File: src/rtl/event_pulse_notifier_regs.vh
// Constants for the event pulse notifier: mode codes, class select, timing.
// Assumes a 50 MHz system clock; included by bare name.
`ifndef EVENT_PULSE_NOTIFIER_REGS_VH
`define EVENT_PULSE_NOTIFIER_REGS_VH

`define MODE_INIT      3'h0
`define MODE_NORMAL    3'h1
`define MODE_STOP      3'h2
`define MODE_SLEEP     3'h3
`define MODE_RESTART   3'h4
`define MODE_FAILSAFE  3'h5

`define CLASS_WAKE_ONLY 1'h0
`define CLASS_GLOBAL    1'h1

`define CLK_MHZ          50
`define PULSE_WIDTH_US   100
`define MIN_GAP_US       100
`define CFG_FILTER_US    7
`define PULSE_WIDTH_CYC  (`PULSE_WIDTH_US * `CLK_MHZ)
`define MIN_GAP_CYC      (`MIN_GAP_US * `CLK_MHZ)
`define CFG_FILTER_CYC   (`CFG_FILTER_US * `CLK_MHZ)

`endif

File: src/rtl/event_latch_bank.v
// Sticky latch bank: one latched flag per source bit, visible copy refreshed on load.
// Assumes sources and clears are in the clk domain.
`timescale 1ns/10ps
`default_nettype none

module event_latch_bank #(
	parameter WIDTH = 8
) (
	// Clock and reset
	input  wire             clk,
	input  wire             sys_rst,
	// Events and control
	input  wire [WIDTH-1:0] set_bits,
	input  wire [WIDTH-1:0] clear_bits,
	input  wire             load,
	// State
	output reg  [WIDTH-1:0] pending_q,
	output reg  [WIDTH-1:0] shown_q
);

	genvar i;
	generate
		for (i = 0; i < WIDTH; i = i + 1) begin : g_bit
			always @(posedge clk) begin
				if (sys_rst) begin
					pending_q[i] <= 1'h0;
					shown_q[i]   <= 1'h0;
				end else begin
					// Set wins over clear so no event is lost
					if (set_bits[i])
						pending_q[i] <= 1'h1;
					else if (clear_bits[i])
						pending_q[i] <= 1'h0;
					if (clear_bits[i] && !set_bits[i])
						shown_q[i] <= 1'h0;
					else if (load)
						shown_q[i] <= pending_q[i] | set_bits[i];
				end
			end
		end
	endgenerate

endmodule

`default_nettype wire

File: src/rtl/event_pulse_notifier.v
// Event notifier: turns latched wake and failure events into active-low pulses.
// Assumes all flag inputs are clk-domain strobes; the event pin read-back is async.
`timescale 1ns/10ps
`default_nettype none
`include "event_pulse_notifier_regs.vh"

module event_pulse_notifier #(
	parameter WA_W = 8,
	parameter WB_W = 8,
	parameter FL_W = 16,
	parameter PULSE_CYC = `PULSE_WIDTH_CYC,
	parameter GAP_CYC   = `MIN_GAP_CYC
) (
	// Clock and reset
	input  wire            clk,
	input  wire            sys_rst,
	// Device mode
	input  wire [2:0]      mode,
	input  wire            stop_entry,
	input  wire            class_global,
	// Wake sources, status a
	input  wire [WA_W-1:0] wake_event_a,
	input  wire [WA_W-1:0] wake_enable_a,
	input  wire [WA_W-1:0] wake_clear_a,
	// Wake sources, status b (fail-output pins as wake inputs among them)
	input  wire [WB_W-1:0] wake_event_b,
	input  wire [WB_W-1:0] wake_enable_b,
	input  wire [WB_W-1:0] wake_clear_b,
	// Failure flags of other status registers
	input  wire [FL_W-1:0] fail_event,
	input  wire [FL_W-1:0] fail_clear,
	input  wire [FL_W-1:0] fail_no_pulse,
	// Event pin
	input  wire            event_pin_in,
	output reg             event_out_n,
	output reg             event_oe,
	// Status and configuration
	output reg  [WA_W-1:0] wake_status_a,
	output reg  [WB_W-1:0] wake_status_b,
	output reg  [FL_W-1:0] fail_status,
	output reg             hw_config_q,
	output reg             pulse_busy
);

	////////////////////////////////////////////////////////////////
	localparam ST_IDLE  = 2'h0;
	localparam ST_PULSE = 2'h1;
	localparam ST_GAP   = 2'h2;

	localparam CNT_W = 16;
	// Counts beyond 16 bits would wrap; the documented defaults need 13
	localparam integer PULSE_LAST_I = PULSE_CYC - 1;
	localparam integer GAP_LAST_I   = GAP_CYC - 1;
	localparam integer CFG_LAST_I   = `CFG_FILTER_CYC - 1;
	localparam [CNT_W-1:0] PULSE_LAST = PULSE_LAST_I[CNT_W-1:0];
	localparam [CNT_W-1:0] GAP_LAST   = GAP_LAST_I[CNT_W-1:0];
	localparam [CNT_W-1:0] CFG_LAST   = CFG_LAST_I[CNT_W-1:0];

	reg  [1:0]       state_q;
	reg  [CNT_W-1:0] cnt_q;
	reg              req_q;
	reg              stop_req_q;
	reg              fall_q;
	wire [WA_W-1:0]  pend_a;
	wire [WB_W-1:0]  pend_b;
	wire [FL_W-1:0]  pend_f;
	wire [WA_W-1:0]  shown_a;
	wire [WB_W-1:0]  shown_b;
	wire [FL_W-1:0]  shown_f;

	////////////////////////////////////////////////////////////////
	// Only enabled wake sources latch; masked sources vanish
	wire [WA_W-1:0] set_a = wake_event_a & wake_enable_a;
	wire [WB_W-1:0] set_b = wake_event_b & wake_enable_b;

	event_latch_bank #(.WIDTH(WA_W)) u_bank_a (
		.clk        (clk),
		.sys_rst    (sys_rst),
		.set_bits   (set_a),
		.clear_bits (wake_clear_a),
		.load       (fall_q),
		.pending_q  (pend_a),
		.shown_q    (shown_a)
	);

	event_latch_bank #(.WIDTH(WB_W)) u_bank_b (
		.clk        (clk),
		.sys_rst    (sys_rst),
		.set_bits   (set_b),
		.clear_bits (wake_clear_b),
		.load       (fall_q),
		.pending_q  (pend_b),
		.shown_q    (shown_b)
	);

	event_latch_bank #(.WIDTH(FL_W)) u_bank_f (
		.clk        (clk),
		.sys_rst    (sys_rst),
		.set_bits   (fail_event),
		.clear_bits (fail_clear),
		.load       (fall_q),
		.pending_q  (pend_f),
		.shown_q    (shown_f)
	);

	////////////////////////////////////////////////////////////////
	// Restart and fail-safe flags latch but are kept off the trigger
	wire fail_trig = (class_global == `CLASS_GLOBAL) &&
		(|(fail_event & ~fail_no_pulse));
	wire wake_trig = (|set_a) | (|set_b);
	wire pulse_mode = (mode == `MODE_NORMAL) || (mode == `MODE_STOP);
	wire wake_left = (|pend_a) | (|pend_b);

	reg req_d;
	reg stop_req_d;

	// Requests are held so a pulse delayed by the gap still fires
	// A request raised in sleep or init waits here; its events stay latched
	always @* begin
		req_d      = req_q;
		stop_req_d = stop_req_q;
		if (wake_trig || fail_trig)
			req_d = 1'h1;
		else if (state_q == ST_IDLE && pulse_mode)
			req_d = 1'h0;
		if (stop_entry && wake_left)
			stop_req_d = 1'h1;
		else if (state_q == ST_IDLE && pulse_mode)
			stop_req_d = 1'h0;
	end

	always @(posedge clk) begin
		if (sys_rst) begin
			req_q      <= 1'h0;
			stop_req_q <= 1'h0;
		end else begin
			req_q      <= req_d;
			stop_req_q <= stop_req_d;
		end
	end

	////////////////////////////////////////////////////////////////
	// Pulse engine; it never writes the mode, which is an input only
	reg  [1:0]       state_d;
	reg  [CNT_W-1:0] cnt_d;
	reg              out_n_d;
	reg              fall_d;
	reg              busy_d;

	always @* begin
		state_d = state_q;
		cnt_d   = cnt_q;
		out_n_d = event_out_n;
		fall_d  = 1'h0;
		busy_d  = pulse_busy;
		case (state_q)
			ST_IDLE: begin
				busy_d = 1'h0;
				if (pulse_mode && (req_q || stop_req_q)) begin
					state_d = ST_PULSE;
					cnt_d   = {CNT_W{1'b0}};
					out_n_d = 1'h0;
					fall_d  = 1'h1;
					busy_d  = 1'h1;
				end
			end
			ST_PULSE: begin
				// The edge that pulls the pin low counts as the first low cycle
				if (cnt_q == PULSE_LAST) begin
					state_d = ST_GAP;
					cnt_d   = {CNT_W{1'b0}};
					out_n_d = 1'h1;
				end else begin
					cnt_d = cnt_q + 16'h0001;
				end
			end
			ST_GAP: begin
				// One short: the idle edge that starts the next pulse ends the gap
				if (cnt_q == GAP_LAST - 16'h0001) begin
					state_d = ST_IDLE;
					cnt_d   = {CNT_W{1'b0}};
				end else begin
					cnt_d = cnt_q + 16'h0001;
				end
			end
			default: begin
				state_d = ST_IDLE;
				out_n_d = 1'h1;
			end
		endcase
	end

	always @(posedge clk) begin
		if (sys_rst) begin
			state_q     <= ST_IDLE;
			cnt_q       <= {CNT_W{1'b0}};
			event_out_n <= 1'h1;
			fall_q      <= 1'h0;
			pulse_busy  <= 1'h0;
		end else begin
			state_q     <= state_d;
			cnt_q       <= cnt_d;
			event_out_n <= out_n_d;
			fall_q      <= fall_d;
			pulse_busy  <= busy_d;
		end
	end

	////////////////////////////////////////////////////////////////
	// Visible status lags the bank copy by one register stage

	always @(posedge clk) begin
		if (sys_rst) begin
			wake_status_a <= {WA_W{1'b0}};
			wake_status_b <= {WB_W{1'b0}};
			fail_status   <= {FL_W{1'b0}};
		end else begin
			wake_status_a <= shown_a;
			wake_status_b <= shown_b;
			fail_status   <= shown_f;
		end
	end

	////////////////////////////////////////////////////////////////
	// Configuration sampling in init mode: pin released, three-stage sync
	reg              pin_s1_q;
	reg              pin_s2_q;
	reg              pin_s3_q;
	reg              cfg_cand_q;
	reg  [CNT_W-1:0] cfg_cnt_q;

	reg              cfg_cand_d;
	reg  [CNT_W-1:0] cfg_cnt_d;
	reg              hw_config_d;

	// Only the second and third stages are compared; the first may be metastable
	always @(posedge clk) begin
		if (sys_rst) begin
			pin_s1_q <= 1'h0;
			pin_s2_q <= 1'h0;
			pin_s3_q <= 1'h0;
		end else begin
			pin_s1_q <= event_pin_in;
			pin_s2_q <= pin_s1_q;
			pin_s3_q <= pin_s2_q;
		end
	end

	// The strap must hold for the whole filter time before it is taken
	always @* begin
		cfg_cand_d  = cfg_cand_q;
		cfg_cnt_d   = {CNT_W{1'b0}};
		hw_config_d = hw_config_q;
		if (mode == `MODE_INIT && pin_s2_q == pin_s3_q) begin
			if (pin_s3_q != cfg_cand_q) begin
				cfg_cand_d = pin_s3_q;
			end else if (cfg_cnt_q == CFG_LAST) begin
				cfg_cnt_d   = cfg_cnt_q;
				hw_config_d = cfg_cand_q;
			end else begin
				cfg_cnt_d = cfg_cnt_q + 16'h0001;
			end
		end
	end

	always @(posedge clk) begin
		if (sys_rst) begin
			cfg_cand_q  <= 1'h0;
			cfg_cnt_q   <= {CNT_W{1'b0}};
			hw_config_q <= 1'h0;
			event_oe    <= 1'h0;
		end else begin
			cfg_cand_q  <= cfg_cand_d;
			cfg_cnt_q   <= cfg_cnt_d;
			hw_config_q <= hw_config_d;
			// Driving during init would mask the strap being read
			event_oe    <= (mode != `MODE_INIT);
		end
	end

endmodule

`default_nettype wire

File: config.mk
export PLATFORM = sky130hd
export DESIGN_NAME = event_pulse_notifier
export DESIGN_NICKNAME = d
export VERILOG_FILES = /design/src/rtl/event_latch_bank.v /design/src/rtl/event_pulse_notifier.v
export VERILOG_INCLUDE_DIRS = /design/src /design/src/rtl
export SDC_FILE = /design/constraint.sdc
export NUM_CORES = 1
export LEC_CHECK = 0
export ABC_AREA = 1
export BUFFER_PORTS_ARGS = -buffer_cell sky130_fd_sc_hd__clkbuf_2
export CORE_MARGIN = 3
export CORE_UTILIZATION = 55
export CTS_CLUSTER_SIZE = 14
export DETAILED_ROUTE_END_ITERATION = 6
export GPL_TIMING_DRIVEN = 0
export PLACE_DENSITY = 0.81
export RECOVER_POWER = 100
export SYNTH_ARGS = -nofsm -noshare
export SYNTH_HDL_FRONTEND = slang
export SYNTH_SLANG_ARGS = --single-unit
File: constraint.sdc
create_clock -name clk -period 4.54 [get_ports clk]
set_clock_uncertainty 0.05 [all_clocks]
set_input_delay 0.908 -clock clk [delete_from_list [all_inputs] [get_ports clk]]
set_output_delay 0.908 -clock clk [all_outputs]
set_load 0.02 [all_outputs]
==> summary.md <==
| Metric | Value |
|---|---|
| Clk buf depth | 2 |
| Worst slew margin relative to its limit | 57.80% |
| WL/cell | 13.53 um |
| Post-CTS Setup Inserts | 0 |
| Worst hold path class | reg2reg |
| CP max FO | 10 |
| Cell Area, Synth | 0.005943 mm^2 |
| CTS Buf Count | 17 |
| Post-layout util | 70.35% |
| Status | finished clean |
| CTS clk-pin slew, worst paths | 0.06 ns |
| Syn nets | 914 |
| Post-Synth Adder-Cell Area | 1.684% |
| Biggest area consumer among synthesized cells | dfxtp_1 |
| Syn avg cell area | 7.410 um^2 |
| GR Overflow Total | 0 |
| Routed wire length | 14980 um |
| Gr usage total | 25.81% |
| Max IR drop VDD | 279.9 uV |
| Hold Buf Count CTS | 0 |
| Core area | 0.01042 mm^2 |
| Synth Instances | 802 |
| Detailed Place HPWL | 11080 um |
| CTS sink cnt | 141 |
| Dpl cell area | 0.006804 mm^2 |
| Post-cts resize count | 0 |
| Mean number of vias per cell | 5.024 |
| Worst Setup Path Type | in2reg |
| Seq pwr share | 41.2% |
| Comb pwr share | 15.5% |
| WHS Endpoint | pin_s2_q |
| Predominant post-synthesis flop cell | dfxtp_1 |
| # DRC | 0 |
| Worst hold start | pin_s1_q |
| Seq/Total Area, Yosys | 47.49% |
| Largest net degree at the start of global routing | 17 |
| Synth area leaders | dfxtp_1, nor2_1, nand2_1, inv_1, a21oi_1 |
| R2R Setup Slk | 2.75 ns |
| Final slew viol count | 0 |
| CP endpoint kind | register |
| Max-cap violations | 0 |
| DRT Pass-1 Iters | 5 |
| First-pass GRT wire length | 23760 um |
| Die Y-Extent | 110.0 um |
| WP data required | 4.88 ns |
| H-Tree Depth | 4 |
| Die X | 110.0 um |
| Root Driver | clkbuf_8 |
| CTS tree | built |
| Switching Power | 910.2 uW |
| IO Port Bufs | 138 |
| Share of layout cells above drive strength 1 | 16.27% |
| Multiplexer share of the synthesized area | 0% |
| Worst-Skew Late Latency | 0.54 ns |
| Net Sw Frac | 27.91% |
| Vias in the first global route | 5084 |
| Worst Tran Pin Value | 0.6330 ns |
| Worst reg2reg startpoint | cnt_q[9] |
| Hold Fails Final Rpt | 0 |
| Gpl congestion | 0.8524 |
| Hold depth | 2 |
| P per Cell Area | 444.9 mW/mm^2 |
| Antenna violations before repair | 0 |
| I/O Pins | 140 |
| Area grow syn2layout | 23.31% |
| Initial Util | 57.06% |
| Clock share of power | 43.3% |
| Startpoint Class | primary input |
| Crit path DAT | 2.44 ns |
| Clock period minus final worst setup slack | 2.106 ns |
| Area fraction of the dominant cell type after synthesis | 47.49% |
| Antenna Cells | 0 |
| Via Count | 5562 |
| EDFF count, synth | 0 |
| Internal power | 2.350 mW |
| FF-to-FF path depth | 11 |
| Simple-gate share of the synthesized area | 29.94% |
| Setup ws final | 2.434 ns |
| Routed Antenna Nets | 0 |
| Fin crit share | 46.40% |
| Largest family of logic cells by synthesized area | simple AND/OR/NAND/NOR gates |
| Starting DRT DRC Count | 296 |
| Worst r2r dst | cnt_q[14] |
| Cell area after layout | 0.007328 mm^2 |
| Row Count | 37 |
| Final number of setup-violating endpoints | 0 |
| Hold slack | 0.3596 ns |
| Setup TNS | 0 ns |
| F_max | 474.7 MHz |
| Synth cell types | 37 |
| Post-synth ARST share | 0% |
| Fraction of the mapped netlist area in compound gates | 10.86% |
| Warnings from Yosys | 0 |
| FF+latch count, synth | 141 |
| Die Area | 0.01209 mm^2 |
| Layout Nets | 1071 |
| RSZ-0062 raised after global routing | no |
| Post-synthesis xor/xnor area fraction | 0.4421% |
| Leakage | 3.150 nW |
| Place WS | 2.320 ns |
[stage by stage]
step | total power [mW] | instances
after floorplan | 1.708 | 802
after CTS | 3.287 | 1107
after global placement | 1.872 | 1076
final | 3.261 | 1107
after detailed placement | 1.879 | 1076
after global routing | 3.389 | 1107
[worst max path at each step]
stage                            from               end  slack, ns  cells after the start
after global placement        sys_rst  wake_status_b[3]       2.33                      4
after floorplan               mode[0]          cnt_q[4]       2.64                     10
after global routing          sys_rst  wake_status_a[1]       2.31                      4
after CTS                 event_out_n       event_out_n       2.47                      1
after detailed placement      sys_rst  wake_status_b[4]       2.32                      4
final                         sys_rst    fail_status[4]       2.43                      4
[routing by layer]
metal	up-vias	GRT usage (%)	part of all wire [%]	routed length (um)
met3	24	7.575	7.1	1062
met4	0	9.884	1.8	266
met1	2506	30.93	43	6449
met2	156	43.50	48	7205
li1	2876	-	-	-
met5	-	0	0	0
[state kept, by name (all words and copies together), names as in the netlist, 2 cells and up]
signal and flops:
fail_status 16, u_bank_b.shown_q 8, u_bank_f.shown_q 16, cnt_q 16
cfg_cnt_q 16, wake_status_a 8, wake_status_b 8, u_bank_f.pending_q 16
u_bank_a.shown_q 8, state_q 2, u_bank_b.pending_q 8, u_bank_a.pending_q 8
[synth_stat cells (all sizes together), types with 2 or more instances]
cell / n
nor4: 8
ha: 8
o21ai: 24
o22ai: 8
nand3: 33
a21oi: 46
clkbuf: 5
a211oi: 23
inv: 121
xor2: 2
nand3b: 2
buf: 16
nor2: 158
nand4: 20
dfxtp: 141
o21a: 6
nand2: 156
nor3: 17
a31oi: 2
[cell usage in the layout (no fill, tap or decap), types with 4 or more instances in the layout]
master	Yosys	routed
nor4_1	7	7
o21a_1	6	6
dfxtp_1	141	141
nand3_1	31	31
inv_6	0	4
o22ai_1	8	8
inv_1	120	120
clkbuf_16	0	16
a211oi_1	23	23
a21oi_1	46	46
o21ai_0	22	23
nor2_1	150	151
clkbuf_1	5	54
nand4_1	19	19
nand2_1	146	148
clkbuf_2	0	101
ha_1	8	8
nor2_2	5	5
nand2_4	7	5
nor3_1	16	16
[worst max-delay path, stage by stage]
cell,delay [ns]
clkbuf_1,0.44
clkbuf_1,0.51
clkbuf_1,0.42
nor2_1,0.16
[cell families (layout without fill, tap and decap cells)]
family                   Yosys count  in the layout
adder cells (fa/ha/maj)            8              8
XOR/XNOR                           3              3
AND/OR/NAND/NOR                  396            396
flip-flops                       141            141
buffers and inverters            143            312
AO/OA/AOI/OAI                    111            111
[layout make-up]
cell class                 instances  area, um^2
sequential                       141        2823
inverter                         122       457.9
clock inverter                    12       160.2
multi-input combinational        518        2529
timing repair buffer             138       644.4
buffer                            21       102.6
fill                             912        3088
clock buffer                      19       441.7
tap                              136       170.2
[power by group through the flow]
stage / clock, mW / combinational (mW) / sequential [mW]
6_report: 1.41 / 0.505 / 1.34
5_1_grt: 1.48 / 0.560 / 1.35
4_1_cts: 1.43 / 0.516 / 1.34
3_5_place_dp: 0 / 0.510 / 1.37
3_3_place_gp: 0 / 0.506 / 1.37
2_1_floorplan: 0 / 0.327 / 1.38
Note: power is estimated with default switching activity, not from simulation.
